`config.mk`:
```
export PLATFORM = sky130hd
export DESIGN_NAME = vpf_framer
export DESIGN_NICKNAME = d
export VERILOG_FILES = /design/src/vpf_pkg.sv /design/src/vpf_framer.sv /design/src/vpf_rx_filter.sv
export SDC_FILE = /design/constraint.sdc
export NUM_CORES = 1
export LEC_CHECK = 0
export BUFFER_PORTS_ARGS = -buffer_cell sky130_fd_sc_hd__clkbuf_2
export CORE_ASPECT_RATIO = 2
export CORE_MARGIN = 10
export CORE_UTILIZATION = 45
export DETAILED_ROUTE_END_ITERATION = 12
export GPL_ROUTABILITY_DRIVEN = 1
export GPL_TIMING_DRIVEN = 1
export PLACE_DENSITY = 0.68
export SETUP_SLACK_MARGIN = 0.05
export SYNTH_ARGS = -nofsm -noshare
export SYNTH_HDL_FRONTEND = slang
export SYNTH_SLANG_ARGS = --single-unit
```
`constraint.sdc`:
```
create_clock -name CLK_SYS -period 4.45 [get_ports CLK_SYS]
set_input_delay 0.2225 -clock CLK_SYS [delete_from_list [all_inputs] [get_ports CLK_SYS]]
set_output_delay 0.2225 -clock CLK_SYS [all_outputs]
set_load 0.02 [all_outputs]
```
`src/vpf_pkg.sv`:
```
`default_nettype none
package vpf_pkg;
    localparam int CLK_HZ = 100_000_000;
    localparam int FILT_MAX = 15;
    localparam int FILT_W = 4;
    localparam logic [3:0] FILT_TOP = 4'hf;
    localparam logic [3:0] FILT_BOT = 4'h0;
    localparam logic [3:0] FILT_RST = 4'hf;
    localparam logic FILT_LATCH_RST = 1'b1;
    localparam int MAX_BYTES = 12;
    localparam logic [7:0] CRC_POLY = 8'h1d;
    localparam logic [7:0] CRC_PRESET = 8'hff;
    localparam logic [7:0] CRC_GOOD = 8'hc4;
    localparam int SOF_US = 200;
    localparam int EOD_US = 200;
    localparam int IDLE_US = 300;
    localparam int MIN_SYM_US = 34;
    localparam int SOF_CYC = SOF_US * (CLK_HZ / 1_000_000);
    localparam int IDLE_CYC = IDLE_US * (CLK_HZ / 1_000_000);
    localparam int MIN_SYM_CYC = MIN_SYM_US * (CLK_HZ / 1_000_000);
    localparam int BIT_US = 64;
    localparam int BIT_CYC = BIT_US * (CLK_HZ / 1_000_000);
    localparam int VSVR_CRC_BIT = 0;
    localparam int VSVR_INV_BIT = 1;
    localparam int VSVR_W = 2;
endpackage : vpf_pkg
`default_nettype wire

```
`src/vpf_framer.sv`:
```
`default_nettype none
module vpf_framer
    import vpf_pkg::*;
#(
    parameter int SOF_CYCLES = SOF_CYC,
    parameter int IDLE_CYCLES = IDLE_CYC,
    parameter int MIN_SYM_CYCLES = MIN_SYM_CYC,
    parameter int BIT_CYCLES = BIT_CYC
)
(
    input wire logic CLK_SYS,
    input wire logic SYS_RST,
    input wire logic DIG_LOOP,
    input wire logic ANA_LOOP,
    input wire logic LINK_RX_DIGITAL_IN,
    output logic LINK_TX_DIGITAL_OUT,
    input wire logic TX_START,
    input wire logic [7:0] TX_DATA,
    input wire logic TX_LAST,
    output logic TX_READY,
    output logic TX_BUSY,
    input wire logic RX_SOF,
    input wire logic RX_BIT_VALID,
    input wire logic RX_BIT,
    input wire logic RX_EOD,
    output logic [7:0] RX_BYTE,
    output logic RX_BYTE_VALID,
    output logic RX_FILTERED,
    output logic [1:0] STATE_VECTOR_REGISTER,
    input wire logic STATUS_CLEAR,
    output logic BUS_IDLE
);
    // ----------------------------------------
    // helpers
    // ----------------------------------------
    function automatic logic [7:0] crc_step(input logic [7:0] c,
                                            input logic b);
        crc_step = {c[6:0], 1'b0} ^ ((c[7] ^ b) ? CRC_POLY : 8'h00);
    endfunction : crc_step

    typedef enum logic [2:0] {
        VPF_IDLE = 3'b000,
        VPF_SOF = 3'b001,
        VPF_DATA = 3'b010,
        VPF_CRC = 3'b011,
        VPF_EOD = 3'b100
    } vpf_tx_type;

    // ----------------------------------------
    // input path and loopback
    // ----------------------------------------
    logic tx_level_r;
    logic s1_r, s2_r, s3_r, rx_sync_r;
    logic rx_src;
    logic rx_filt;

    always_ff @(posedge CLK_SYS) begin
        if (SYS_RST) begin
            s1_r <= 1'b0;
            s2_r <= 1'b0;
            s3_r <= 1'b0;
            rx_sync_r <= 1'b0;
        end else begin
            s1_r <= LINK_RX_DIGITAL_IN;
            s2_r <= s1_r;
            s3_r <= s2_r;
            if (s2_r == s3_r) begin
                rx_sync_r <= s3_r;
            end
        end
    end

    assign rx_src = DIG_LOOP ? tx_level_r : rx_sync_r;
    assign LINK_TX_DIGITAL_OUT = DIG_LOOP ? 1'b0 : tx_level_r;

    vpf_rx_filter u_filt (
        .clk(CLK_SYS),
        .rst(SYS_RST),
        .raw_in(rx_src),
        .filt_out(rx_filt)
    );
    assign RX_FILTERED = rx_filt;

    // ----------------------------------------
    // idle detection and analog loopback hold
    // ----------------------------------------
    logic [15:0] idle_cnt_r;
    logic ana_prev_r;
    logic hold_r;
    logic ana_exit;

    assign ana_exit = ana_prev_r && !ANA_LOOP;

    // leaving analog loopback restarts the idle count: a fresh idle is needed
    always_ff @(posedge CLK_SYS) begin
        if (SYS_RST) begin
            idle_cnt_r <= 16'h0000;
        end else if (rx_filt || ana_exit) begin
            idle_cnt_r <= 16'h0000;
        end else if (idle_cnt_r != 16'(IDLE_CYCLES)) begin
            idle_cnt_r <= idle_cnt_r + 16'h0001;
        end
    end
    // latch moves on the falling edge, so the count alone lags it
    assign BUS_IDLE = (idle_cnt_r == 16'(IDLE_CYCLES)) && !rx_filt;

    // exit of analog loopback arms a hold released only by idle bus
    always_ff @(posedge CLK_SYS) begin
        if (SYS_RST) begin
            ana_prev_r <= 1'b0;
            hold_r <= 1'b0;
        end else begin
            ana_prev_r <= ANA_LOOP;
            if (ana_exit) begin
                hold_r <= 1'b1;
            end else if (hold_r && BUS_IDLE) begin
                hold_r <= 1'b0;
            end
        end
    end

    // ----------------------------------------
    // pulse width check
    // ----------------------------------------
    logic filt_prev_r;
    logic [15:0] pulse_cnt_r;
    logic short_pulse;

    always_ff @(posedge CLK_SYS) begin
        if (SYS_RST) begin
            filt_prev_r <= 1'b1;
            pulse_cnt_r <= 16'hffff;
        end else begin
            filt_prev_r <= rx_filt;
            if (filt_prev_r != rx_filt) begin
                pulse_cnt_r <= 16'h0000;
            end else if (pulse_cnt_r != 16'hffff) begin
                pulse_cnt_r <= pulse_cnt_r + 16'h0001;
            end
        end
    end
    // pulse ended by an edge before reaching the shortest symbol
    assign short_pulse = (filt_prev_r != rx_filt) &&
                         (pulse_cnt_r < 16'(MIN_SYM_CYCLES));

    // ----------------------------------------
    // transmit framer
    // ----------------------------------------
    vpf_tx_type st_r;
    logic [15:0] tcnt_r;
    logic [7:0] sh_r;
    logic [2:0] bit_r;
    logic last_r;
    logic [3:0] nbytes_r;
    logic [7:0] tx_crc_r;
    logic tcnt_done;
    logic [7:0] crc_fin;

    assign crc_fin = ~crc_step(tx_crc_r, sh_r[7]);
    assign tcnt_done = (tcnt_r == 16'h0000);
    assign TX_BUSY = (st_r != VPF_IDLE);
    assign TX_READY = (st_r == VPF_IDLE) && !hold_r && BUS_IDLE;

    // simplified level coding: one fixed slot per bit, level is the bit
    always_ff @(posedge CLK_SYS) begin
        if (SYS_RST) begin
            st_r <= VPF_IDLE;
            tcnt_r <= 16'h0000;
            sh_r <= 8'h00;
            bit_r <= 3'h0;
            last_r <= 1'b0;
            nbytes_r <= 4'h0;
            tx_crc_r <= CRC_PRESET;
            tx_level_r <= 1'b0;
        end else begin
            case (st_r)
                VPF_IDLE: begin
                    tx_level_r <= 1'b0;
                    if (TX_START && TX_READY) begin
                        st_r <= VPF_SOF;
                        tcnt_r <= 16'(SOF_CYCLES - 1);
                        tx_level_r <= 1'b1;
                        tx_crc_r <= CRC_PRESET;
                        sh_r <= TX_DATA;
                        last_r <= TX_LAST;
                        nbytes_r <= 4'h1;
                        bit_r <= 3'h7;
                    end
                end
                VPF_SOF: begin
                    if (tcnt_done) begin
                        st_r <= VPF_DATA;
                        tcnt_r <= 16'(BIT_CYCLES - 1);
                        tx_level_r <= sh_r[7];
                    end else begin
                        tcnt_r <= tcnt_r - 16'h0001;
                    end
                end
                VPF_DATA, VPF_CRC: begin
                    if (tcnt_done) begin
                        if (st_r == VPF_DATA) begin
                            tx_crc_r <= crc_step(tx_crc_r, sh_r[7]);
                        end
                        sh_r <= {sh_r[6:0], 1'b0};
                        tcnt_r <= 16'(BIT_CYCLES - 1);
                        tx_level_r <= sh_r[6];
                        bit_r <= bit_r - 3'h1;
                        if (bit_r == 3'h0) begin
                            if (st_r == VPF_DATA && !last_r &&
                                nbytes_r != 4'(MAX_BYTES)) begin
                                sh_r <= TX_DATA;
                                tx_level_r <= TX_DATA[7];
                                last_r <= TX_LAST;
                                nbytes_r <= nbytes_r + 4'h1;
                            end else if (st_r == VPF_DATA) begin
                                st_r <= VPF_CRC;
                                sh_r <= crc_fin;
                                tx_level_r <= crc_fin[7];
                            end else begin
                                st_r <= VPF_EOD;
                                tcnt_r <= 16'(SOF_CYCLES - 1);
                                tx_level_r <= 1'b0;
                            end
                        end
                    end else begin
                        tcnt_r <= tcnt_r - 16'h0001;
                    end
                end
                VPF_EOD: begin
                    if (tcnt_done) begin
                        st_r <= VPF_IDLE;
                    end else begin
                        tcnt_r <= tcnt_r - 16'h0001;
                    end
                end
                default: begin
                    st_r <= VPF_IDLE;
                end
            endcase
        end
    end

    // ----------------------------------------
    // receive byte assembly and CRC check
    // ----------------------------------------
    logic [7:0] rx_crc_r;
    logic [7:0] rx_sh_r;
    logic [2:0] rx_cnt_r;
    logic rx_bv_r;
    logic [7:0] rx_byte_r;
    logic crc_err_r, inv_r;
    logic crc_bad;

    always_ff @(posedge CLK_SYS) begin
        if (SYS_RST) begin
            rx_crc_r <= CRC_PRESET;
            rx_sh_r <= 8'h00;
            rx_cnt_r <= 3'h0;
            rx_bv_r <= 1'b0;
            rx_byte_r <= 8'h00;
        end else begin
            rx_bv_r <= 1'b0;
            if (RX_SOF) begin
                rx_crc_r <= CRC_PRESET;
                rx_cnt_r <= 3'h0;
            end else if (RX_BIT_VALID) begin
                rx_crc_r <= crc_step(rx_crc_r, RX_BIT);
                rx_sh_r <= {rx_sh_r[6:0], RX_BIT};
                rx_cnt_r <= rx_cnt_r + 3'h1;
                if (rx_cnt_r == 3'h7) begin
                    rx_byte_r <= {rx_sh_r[6:0], RX_BIT};
                    rx_bv_r <= 1'b1;
                end
            end
        end
    end
    assign RX_BYTE = rx_byte_r;
    assign RX_BYTE_VALID = rx_bv_r;
    assign crc_bad = RX_EOD && (rx_crc_r != CRC_GOOD);

    // set wins over clear; a good end of data touches no flag
    always_ff @(posedge CLK_SYS) begin
        if (SYS_RST) begin
            crc_err_r <= 1'b0;
            inv_r <= 1'b0;
        end else begin
            crc_err_r <= crc_bad | (crc_err_r & ~STATUS_CLEAR);
            inv_r <= short_pulse | (inv_r & ~STATUS_CLEAR);
        end
    end
    assign STATE_VECTOR_REGISTER = {inv_r, crc_err_r};
endmodule : vpf_framer
`default_nettype wire

```
`src/vpf_rx_filter.sv`:
```
`default_nettype none
module vpf_rx_filter
    import vpf_pkg::*;
(
    input wire logic clk,
    input wire logic rst,
    input wire logic raw_in,
    output logic filt_out
);
    // ----------------------------------------
    // sample on rise, step on fall
    // ----------------------------------------
    logic sample_r;
    logic [3:0] count_r;
    logic [3:0] count_nxt;
    logic latch_r;

    always_ff @(posedge clk) begin
        if (rst) begin
            sample_r <= 1'b1;
        end else begin
            sample_r <= raw_in;
        end
    end

    always_comb begin
        count_nxt = count_r;
        if (sample_r && count_r != FILT_TOP) begin
            count_nxt = count_r + 4'h1;
        end else if (!sample_r && count_r != FILT_BOT) begin
            count_nxt = count_r - 4'h1;
        end
    end

    // reset leaves a known high output before any edge
    always_ff @(negedge clk) begin
        if (rst) begin
            count_r <= FILT_RST;
            latch_r <= FILT_LATCH_RST;
        end else begin
            count_r <= count_nxt;
            if (count_nxt == FILT_TOP) begin
                latch_r <= 1'b1;
            end else if (count_nxt == FILT_BOT) begin
                latch_r <= 1'b0;
            end
            // otherwise hold
        end
    end

    assign filt_out = latch_r;
endmodule : vpf_rx_filter
`default_nettype wire

```
==> results.md, run 1 <==
- Status: complete, no violations
- WP buf/inv: 0
- Synth Area per Inst: 8.463 sq um
- CP Data Required Time: 4740 ps
- First-pass GRT wire length: 22910 microns
- Worst hold slack across all endpoints: 45.02 ps
- Critical path launch point type: flip-flop
- Fraction of synthesized cell area taken by the top area cell type: 40.39%
- Clock slew at the register clock pins of the worst setup and hold paths: 60 ps
- Net Count, Synth: 723
- Mapped cell area: 5848 sq um
- Initial core utilization: 46.31%
- Number of warnings printed during yosys synthesis: 0
- Max-cap violation count: 0
- Floorplan Core Area: 12630 sq um
- Top cell type by total area after synthesis: sky130_fd_sc_hd__dfxtp_1
- Average vias per placed instance: 5.711
- Drt wl/cell: 15.23 microns
- Diode insertion count for antenna repair: 0
- Post-DRT Antenna Nets: 0
- Cell class contributing the biggest share of worst-path delay: simple AND/OR/NAND/NOR gates
- Met2 Resource Use GR: 27.29%
- Post-route clock skew: 37.47 ps
- Max IR drop VDD: 0.0003276 V
- Number of buffers inserted for hold repair after clock tree synthesis: 0
- Io pins: 36
- Reg-to-reg setup timing slack: 450 ps
- Vias after detailed routing: 5037
- DRT Wirelength: 13430 microns
- Max Buffers Root-to-Sink: 2
- Total Power: 3.297 mW
- Clock buffer count from CTS: 17
- DRC violations left: 0
- Share of layout cells above drive strength 1: 13.25%
- Standard cell with the maximum stage delay on the critical path: sky130_fd_sc_hd__nor4_1
- Final-layout setup total negative slack: 0 ps
- Syn Inst Count: 691
- Top flip-flop cell by instance count after synthesis: sky130_fd_sc_hd__dfxtp_1
- Worst Path Class, Setup: flip-flop to flip-flop
- Top library cells by usage in the layout, fill and taps aside: sky130_fd_sc_hd__dfxtp_1 (118), sky130_fd_sc_hd__nand2_1 (73), sky130_fd_sc_hd__nor2_1 (71), sky130_fd_sc_hd__a21oi_1 (53), sky130_fd_sc_hd__o21ai_0 (38)
- Crit path largest cell delay: 590 ps
- Layout Cell Area excl Fill: 6725 sq um
- Leakage: 2.588 nW
- Clock sinks: 118
- Number of endpoints with negative hold slack in the final report: 0
- Max_slew headroom: 43.73%
- Series of cell instances along the critical path: nor4_1, o21a_4, nor3b_1, o21ai_0
- Met3 usage in global routing: 3.363%
- Root buffer cell: sky130_fd_sc_hd__clkbuf_16
- Number of DRC violations after detailed-routing iteration 0: 304
- EDFF count, synth: 0
- Count of state elements after synthesis: 118
- Critical Path End Type: flip-flop
- Post-CTS setup buffer count: 0
- Share of the yosys chip area belonging to registers: 40.39%
- Met1 track demand over resource in global routing: 15.23%
- Routability cong.: 0.8517
- Insertion delay to the later sink of the worst-skew pair: 450 ps
- Setup repair after global routing missed its margin: false
- Most common library cell in the layout ignoring fill and taps: sky130_fd_sc_hd__dfxtp_1
- Type of the tightest min-delay check: input port to flip-flop
- Slew Limit Fails: 0
- Actual slew at the worst max-slew pin: 842.3 ps
- Biggest fanout along the worst timing path: 16
- Data arrival time of the worst path: 4280 ps
- Cell Area, Placed: 6061 sq um
- TritonCTS clock tree: built
- Layout-stage area growth over the synthesis result: 15.00%
- Top cells by area, synth: sky130_fd_sc_hd__dfxtp_1 (40%), sky130_fd_sc_hd__nand2_1 (4.7%), sky130_fd_sc_hd__nor2_1 (4.6%), sky130_fd_sc_hd__a21oi_1 (4.5%), sky130_fd_sc_hd__xor2_1 (3.9%)
- Count of instances resized after the clock tree is built: 0
- Number of input and output port buffers inserted: 35
- Number of global-route vias before repair: 5123
- Gr busiest metal: met2
- Aggregate global-route resource usage: 15.06%
- Count of filler cells inserted in the layout: 1204
- Antenna violations before repair: 0
- Number of rows created at floorplan: 58
- Pin count of the biggest net entering global routing: 63
- Detailed Routing Iterations Pass 1: 4
- Clock H-tree levels: 4
- Congestion Overflow GR: 0
- Area enclosed by the die boundary: 18230 sq um
- Die Width: 100.6 microns
- Half-perimeter wire length after placement: 9538 microns
- Unique cell type count in the Yosys netlist: 73
- Die boundary height: 181.2 microns
- Number of setup violations in the final report: 0
- Final net count: 751
- Share of flip-flops with an asynchronous set or reset: 0%
- Power per unit of standard cell area: 490.3 nW/um^2
-- path summary, 6_finish.rpt --
check           endpoint             from  depth (start not counted)
min reg2reg   RX_BYTE[5]       RX_BYTE[5]                          2
max reg2reg  tx_crc_r[1]  u_filt.filt_out                          4
min            crc_err_r           RX_EOD                          3
max          tx_crc_r[1]  u_filt.filt_out                          4
-- metrics by stage --
stage,setup WS [ps],util [%],cells
final,452.2,53.26,882
after detailed placement,441.4,48.00,846
after CTS,437.1,53.26,882
after global placement,484.3,48.00,846
after floorplan,504.3,-,691
after global routing,300.0,53.26,882
-- cell usage after synthesis (all sizes together), types with 3 or more instances --
| cell | number |
|---|---|
| nand2 | 73 |
| a31oi | 5 |
| nand4 | 15 |
| a311oi | 6 |
| nor4b | 3 |
| or2 | 5 |
| nor4 | 11 |
| o221ai | 3 |
| o31a | 3 |
| a21oi | 53 |
| a211oi | 8 |
| nor3 | 24 |
| nor3b | 9 |
| nor2 | 73 |
| or4 | 4 |
| o21ai | 43 |
| nor2b | 10 |
| buf | 9 |
| ha | 12 |
| dfxtp | 118 |
| nand2b | 11 |
| xnor2 | 12 |
| o41ai | 3 |
| mux2i | 13 |
| xor2 | 26 |
| nand3 | 34 |
| or3 | 7 |
| o31ai | 3 |
| o211ai | 4 |
| o22ai | 3 |
| and3 | 9 |
| inv | 20 |
| clkbuf | 26 |
| o21a | 5 |
-- power breakdown --
group,internal (mW),switching (mW)
registers,1.14,0.100
clock network,0.976,0.538
logic,0.239,0.305
total,2.35,0.943
-- worst register-to-register path, stage by stage, from the launching register on --
cell	delay [ps]
sky130_fd_sc_hd__dfxtp_1	410
sky130_fd_sc_hd__nor4_1	590
sky130_fd_sc_hd__o21a_4	290
sky130_fd_sc_hd__nor3b_1	240
sky130_fd_sc_hd__o21ai_0	100
-- flip-flops by register name, summed over array words and instances, names as in the netlist, 4 cells and up --
name / flops
rx_sh_r: 7
tcnt_r: 16
u_filt.count_r: 4
pulse_cnt_r: 16
rx_crc_r: 8
tx_crc_r: 8
sh_r: 8
RX_BYTE: 8
nbytes_r: 4
idle_cnt_r: 16
-- cell families (layout without fill, tap and decap cells) --
logic type | count (synthesis) | after routing | synth area share (%)
compound gates | 156 | 156 | 17.31
xor+xnor | 38 | 38 | 5.691
fa+ha+maj | 12 | 12 | 2.567
buf+inv | 55 | 96 | 4.493
flops | 118 | 118 | 40.39
mux | 13 | 13 | 2.225
simple gates | 299 | 299 | 27.32
-- area by class of cell --
class / instances / area [sq um] / area share (%)
multi-input combinational: 518 / 3223 / 47.93
sequential: 118 / 2362 / 35.13
clock buffer: 18 / 439.2 / 6.530
clock inverter: 19 / 229.0 / 3.405
timing repair buffer: 40 / 212.7 / 3.163
tap: 150 / 187.7 / 2.791
inverter: 19 / 71.32 / 1.060
-- per-layer routing --
layer | vias up | wire [microns]
li1 | 2526 | -
met1 | 2393 | 5413
met2 | 91 | 7241
met3 | 27 | 400
met4 | 0 | 374
met5 | - | 0
Power figures use the tool's default switching activity.
==> run 2: changes to the inputs <==
- CTS_CLUSTER_SIZE: default -> 20
- PLACE_DENSITY: 0.68 -> default
==> run 2 against run 1 <==
Effect of this change:
- wire length rose by 0.95%
- core utilization fell by 0.28 points
- cell area fell by 0.52%
- sequential cell count did not move
- clock power fell by 5%
- sequential share of layout area rose by 0.18 points
- critical path depth rose by 1
- first-iteration DRC count fell by 36%
- clock-buffer cell count rose by 2
- largest cell class unchanged
==> results.md, run 2 (synthesized netlist as in run 1, its figures left out) <==
- Power per unit of standard cell area: 481.2 nW/um^2 (-1.8%)
- Biggest fanout along the worst timing path: 16 (unchanged)
- Top library cells by usage in the layout, fill and taps aside: sky130_fd_sc_hd__dfxtp_1 (118), sky130_fd_sc_hd__nand2_1 (73), sky130_fd_sc_hd__nor2_1 (71), sky130_fd_sc_hd__a21oi_1 (53), sky130_fd_sc_hd__o21ai_0 (38)
- Number of DRC violations after detailed-routing iteration 0: 195 (-36%)
- Number of global-route vias before repair: 5026 (-1.9%)
- Post-route clock skew: 29.13 ps (-8.343 ps)
- Post-DRT Antenna Nets: 0 (unchanged)
- Registers with the most flip-flops: idle_cnt_r (16), pulse_cnt_r (16), tcnt_r (16)
- Aggregate global-route resource usage: 15.15% (+0.096 points)
- Data arrival time of the worst path: 2130 ps (-2150 ps)
- Worst Reg-to-Reg Cells: 5 (+1)
- Count of instances resized after the clock tree is built: 0 (unchanged)
- Crit path largest cell delay: 570 ps (-20 ps)
- Placed cell count: 846 (unchanged)
- Clock sinks: 118 (unchanged)
- Number of endpoints with negative hold slack in the final report: 0 (unchanged)
- Actual slew at the worst max-slew pin: 838.0 ps (-4.337 ps)
- Number of cells in the finished layout apart from fillers: 882 (unchanged)
- Pin count of the biggest net entering global routing: 63 (unchanged)
- Critical path launch point type: flip-flop
- Root buffer cell: sky130_fd_sc_hd__clkbuf_16
- Insertion delay to the later sink of the worst-skew pair: 430 ps (-20 ps)
- Half-perimeter wire length after placement: 9680 microns (+1.5%)
- Total Power: 3.219 mW (-2.4%)
- Layout-stage area growth over the synthesis result: 14.40%
- DRC violations left: 0 (unchanged)
- Critical Path End Type: flip-flop
- Status: complete, no violations
- Area of combinational cells with multiple inputs: 3223 sq um (unchanged)
- Cell class contributing the biggest share of worst-path delay: compound AO/OA/AOI/OAI gates
- Setup repair after global routing missed its margin: false
- Clock buffer count from CTS: 17 (unchanged)
- Worst setup path startpoint: u_filt.sample_r
- Clock slew at the register clock pins of the worst setup and hold paths: 60 ps (about the same)
- Type of the tightest min-delay check: input port to flip-flop
- Die boundary height: 181.2 microns (unchanged)
- Depth of the worst hold-timing path: 2 (-1)
- Smallest setup slack after layout: 413.9 ps (-38.23 ps)
- Routability cong.: 0.8205 (-3.7%)
- Worst Path Class, Setup: flip-flop to flip-flop
- Cell Area, Placed: 6061 sq um (unchanged)
- Area taken by flip-flops and latches: 2362 sq um (unchanged)
- Final-layout setup total negative slack: 0 ps (unchanged)
- Reg-to-reg setup timing slack: 410 ps (-40 ps)
- Congestion Overflow GR: 0 (unchanged)
- FF-to-FF Start: u_filt.sample_r
- Clock H-tree levels: 4 (unchanged)
- Io pins: 36 (unchanged)
- Worst hold slack across all endpoints: 25.75 ps (-19.26 ps)
- Standard cell with the maximum stage delay on the critical path: sky130_fd_sc_hd__or4_1
- Post-CTS setup buffer count: 0 (unchanged)
- Count of filler cells inserted in the layout: 1234 (+2.5%)
- Diode insertion count for antenna repair: 0 (unchanged)
- CP Data Required Time: 2540 ps (-2200 ps)
- Area enclosed by the die boundary: 18230 sq um (unchanged)
- Total stage count of the critical path: 5 (+1)
- DRT Wirelength: 13560 microns (+0.95%)
- Max Buffers Root-to-Sink: 2 (unchanged)
- Series of cell instances along the critical path: or4_1, o21ai_0, a21oi_1, o31a_1, a41o_1
- Average vias per placed instance: 5.683 (-0.50%)
- Antenna violations before repair: 0 (unchanged)
- Max_slew headroom: 44.02% (+0.29 points)
- Drt wl/cell: 15.37 microns (+0.95%)
- Placement-stage worst setup slack: 425.8 ps (-15.63 ps)
- Die Width: 100.6 microns (unchanged)
- CP endpoint: u_filt.filt_out
- First-pass GRT wire length: 23120 microns (+0.93%)
- Floorplan Core Area: 12630 sq um (unchanged)
- Detailed Routing Iterations Pass 1: 5 (+1)
- Final net count: 751 (unchanged)
- Vias after detailed routing: 5012 (-0.50%)
- Most common library cell in the layout ignoring fill and taps: sky130_fd_sc_hd__dfxtp_1
- Slew Limit Fails: 0 (unchanged)
- Initial core utilization: 46.31% (unchanged)
- Max IR drop VDD: 0.0002824 V (-14%)
- Number of buffers inserted for hold repair after clock tree synthesis: 0 (unchanged)
- WP buf/inv: 0 (unchanged)
- Share of layout cells above drive strength 1: 12.84% (-0.41 points)
- TritonCTS clock tree: built
- Max-cap violation count: 0 (unchanged)
- Final core occ: 52.98% (-0.28 points)
- Layout Cell Area excl Fill: 6690 sq um (-0.52%)
- Number of input and output port buffers inserted: 35 (unchanged)
- Number of setup violations in the final report: 0 (unchanged)
- Reg2reg end: u_filt.filt_out
- Number of rows created at floorplan: 58 (unchanged)
- Leakage: 2.566 nW (-0.82%)
[run 2: power by group]
group          total [mW]  internal, mW  switching [mW]
Combinational       0.539         0.239           0.301
Sequential           1.24          1.14           0.101
Clock                1.44         0.943           0.496
Total                3.22          2.32           0.898
[run 2: worst register-to-register path, delay by kind of cell, from the launching register on]
kind,cells,cell delay [ps]
flip-flops,1,450
AND/OR/NAND/NOR,1,580
AO/OA/AOI/OAI,4,680
[run 2: layout make-up]
type | count | area share [%]
clock inverters | 17 | 2.936
repair buffers | 40 | 3.179
multi-input cells | 518 | 48.18
well taps | 150 | 2.805
clock buffers | 20 | 6.527
flip-flops and latches | 118 | 35.31
inverters | 19 | 1.066
[run 2: routing by layer]
metal  GRT usage (%)  share of wire (%)  vias up
met5               0                  0        -
met4           5.852                1.1        0
met3           3.363                3.0       13
met1           15.31                 39     2397
met2           28.42                 57       73
li1                -                  -     2529
[run 2: worst min-delay path by stage]
stage	to	slack [ps]	start
CTS	s1_r	10	LINK_RX_DIGITAL_IN
global route	s1_r	40	LINK_RX_DIGITAL_IN
detailed placement	s1_r	440	LINK_RX_DIGITAL_IN
global placement	rx_sync_r	440	s3_r
finish	s1_r	30	LINK_RX_DIGITAL_IN
floorplan	rx_cnt_r[0]	300	RX_SOF
==> run 3: changes to the inputs <==
- CAP_MARGIN: default -> 40
- PLACE_DENSITY_LB_ADDON: default -> 0.1
- SKIP_LAST_GASP: default -> 1
==> run 3 against run 2 <==
Effect of this change:
- non-clock buffer count is the same
- sequential power is essentially flat
- sequential cell count is the same
- largest cell class unchanged
==> results.md, run 3 (synthesized netlist as in run 1, its figures left out) <==
- Clock sinks: 118 (unchanged)
- Number of setup violations in the final report: 0 (unchanged)
- Number of cells in the finished layout apart from fillers: 882 (unchanged)
- Setup repair after global routing missed its margin: false
- Placement-stage worst setup slack: 459.5 ps (+33.71 ps)
- Data arrival time of the worst path: 4270 ps (+2140 ps)
- Average vias per placed instance: 5.649 (-0.60%)
- Post-DRT Antenna Nets: 0 (unchanged)
- Post-CTS setup buffer count: 0 (unchanged)
- Status: complete, no violations
- DRC violations left: 0 (unchanged)
- Number of input and output port buffers inserted: 35 (unchanged)
- Vias after detailed routing: 4982 (-0.60%)
- Reg2reg end: tx_crc_r[1]
- Share of layout cells above drive strength 1: 13.11% (+0.27 points)
- Post-route clock skew: 38.44 ps (+9.316 ps)
- Worst setup path startpoint: u_filt.filt_out
- Standard cell with the maximum stage delay on the critical path: sky130_fd_sc_hd__nor4_1
- Clock H-tree levels: 4 (unchanged)
- Clock buffer count from CTS: 17 (unchanged)
- Root buffer cell: sky130_fd_sc_hd__clkbuf_16
- Final net count: 751 (unchanged)
- Cell Area, Placed: 6061 sq um (unchanged)
- Count of filler cells inserted in the layout: 1248 (+1.1%)
- Drt wl/cell: 15.31 microns (-0.41%)
- Actual slew at the worst max-slew pin: 857.4 ps (+19.36 ps)
- Worst Path Class, Setup: flip-flop to flip-flop
- Critical Path End Type: flip-flop
- Placed cell count: 846 (unchanged)
- WHS Endpoint: s1_r
- Floorplan Core Area: 12630 sq um (unchanged)
- Reg-to-reg setup timing slack: 460 ps (+50 ps)
- Count of instances resized after the clock tree is built: 0 (unchanged)
- Antenna violations before repair: 0 (unchanged)
- Routability cong.: 0.8132 (-0.89%)
- Type of the tightest min-delay check: input port to flip-flop
- Io pins: 36 (unchanged)
- Clock slew at the register clock pins of the worst setup and hold paths: 60 ps (about the same)
- Max_slew headroom: 42.72% (-1.3 points)
- WP buf/inv: 0 (unchanged)
- Top library cells by usage in the layout, fill and taps aside: sky130_fd_sc_hd__dfxtp_1 (118), sky130_fd_sc_hd__nand2_1 (73), sky130_fd_sc_hd__nor2_1 (71), sky130_fd_sc_hd__a21oi_1 (53), sky130_fd_sc_hd__o21ai_0 (38)
- Power per unit of standard cell area: 479.5 nW/um^2 (-0.35%)
- Congestion Overflow GR: 0 (unchanged)
- Worst hold slack across all endpoints: 18.85 ps (-6.908 ps)
- Registers with the most flip-flops: idle_cnt_r (16), pulse_cnt_r (16), tcnt_r (16)
- First-pass GRT wire length: 23320 microns (+0.84%)
- Smallest setup slack after layout: 464.5 ps (+50.60 ps)
- Pin count of the biggest net entering global routing: 63 (unchanged)
- Leakage: 2.568 nW (about the same)
- Most common library cell in the layout ignoring fill and taps: sky130_fd_sc_hd__dfxtp_1
- Depth of the worst hold-timing path: 2 (unchanged)
- Max-cap violation count: 0 (unchanged)
- Final-layout setup total negative slack: 0 ps (unchanged)
- Detailed Routing Iterations Pass 1: 4 (-1)
- Total Power: 3.209 mW (-0.31%)
- Aggregate global-route resource usage: 15.38% (+0.23 points)
- Initial core utilization: 46.31% (unchanged)
- Series of cell instances along the critical path: nor4_1, o21a_4, nor3b_1, o21ai_0
- Max IR drop VDD: 0.0003308 V (+17%)
- Area of combinational cells with multiple inputs: 3223 sq um (unchanged)
- Half-perimeter wire length after placement: 9696 microns (+0.17%)
- Layout Cell Area excl Fill: 6693 sq um (about the same)
- Insertion delay to the later sink of the worst-skew pair: 440 ps (about the same)
- Layout-stage area growth over the synthesis result: 14.44% (about the same)
- Final core occ: 53.00% (about the same)
- Slew Limit Fails: 0 (unchanged)
- Biggest fanout along the worst timing path: 16 (unchanged)
- CP Data Required Time: 4730 ps (+2190 ps)
- Critical path launch point type: flip-flop
- Die Width: 100.6 microns (unchanged)
- Worst Reg-to-Reg Cells: 4 (-1)
- TritonCTS clock tree: built
- Number of global-route vias before repair: 4970 (-1.1%)
- Diode insertion count for antenna repair: 0 (unchanged)
- Crit path largest cell delay: 610 ps (+40 ps)
- Number of DRC violations after detailed-routing iteration 0: 247 (+27%)
- Cell class contributing the biggest share of worst-path delay: simple AND/OR/NAND/NOR gates
- Area taken by flip-flops and latches: 2362 sq um (unchanged)
- DRT Wirelength: 13500 microns (-0.41%)
- Max Buffers Root-to-Sink: 2 (unchanged)
- Die boundary height: 181.2 microns (unchanged)
- FF-to-FF Start: u_filt.filt_out
- Number of rows created at floorplan: 58 (unchanged)
- Number of buffers inserted for hold repair after clock tree synthesis: 0 (unchanged)
- Number of endpoints with negative hold slack in the final report: 0 (unchanged)
- Startpoint of the most critical hold path: LINK_RX_DIGITAL_IN
- Area enclosed by the die boundary: 18230 sq um (unchanged)
-- run 3: cell count changes in the layout (fill, tap and decap cells not counted), sizes merged --
cell,before,now
clkinv,7,5
bufinv,4,3
clkbuf,55,56
clkinvlp,1,2
inv,24,25
-- run 3: report_power, final --
part	internal, mW	switching [mW]
Clock	0.931	0.500
Combinational	0.239	0.300
Sequential	1.14	0.100
Total	2.31	0.899
-- run 3: worst register-to-register path: cells and delay by family, from the launching register on --
family,cells,cell delay (ps)
AND/OR/NAND/NOR,2,810
flip-flops,1,410
AO/OA/AOI/OAI,2,380
-- run 3: cell type report --
type | instances | area share, %
multi-input combinational | 518 | 48.16
inverter | 19 | 1.066
tap | 150 | 2.804
clock inverter | 16 | 2.468
clock buffer | 21 | 7.029
sequential | 118 | 35.30
timing repair buffer | 40 | 3.178
-- run 3: worst max-delay path by stage --
| stage | cells after the start | end | slack [ps] |
|---|---|---|---|
| after floorplan | 6 | sh_r[3] | 500 |
| after global placement | 5 | u_filt.filt_out | 480 |
| after detailed placement | 5 | u_filt.filt_out | 460 |
| after CTS | 5 | u_filt.filt_out | 480 |
| after global routing | 4 | tx_crc_r[1] | 200 |
| final | 4 | tx_crc_r[1] | 460 |
-- run 3: metal layers --
metal | part of all wire (%) | track usage, % | vias to the layer above
li1 | - | - | 2529
met5 | 0 | 0 | -
met1 | 41 | 16.25 | 2362
met4 | 2.2 | 6.761 | 0
met3 | 3.3 | 4.089 | 17
met2 | 54 | 27.24 | 74
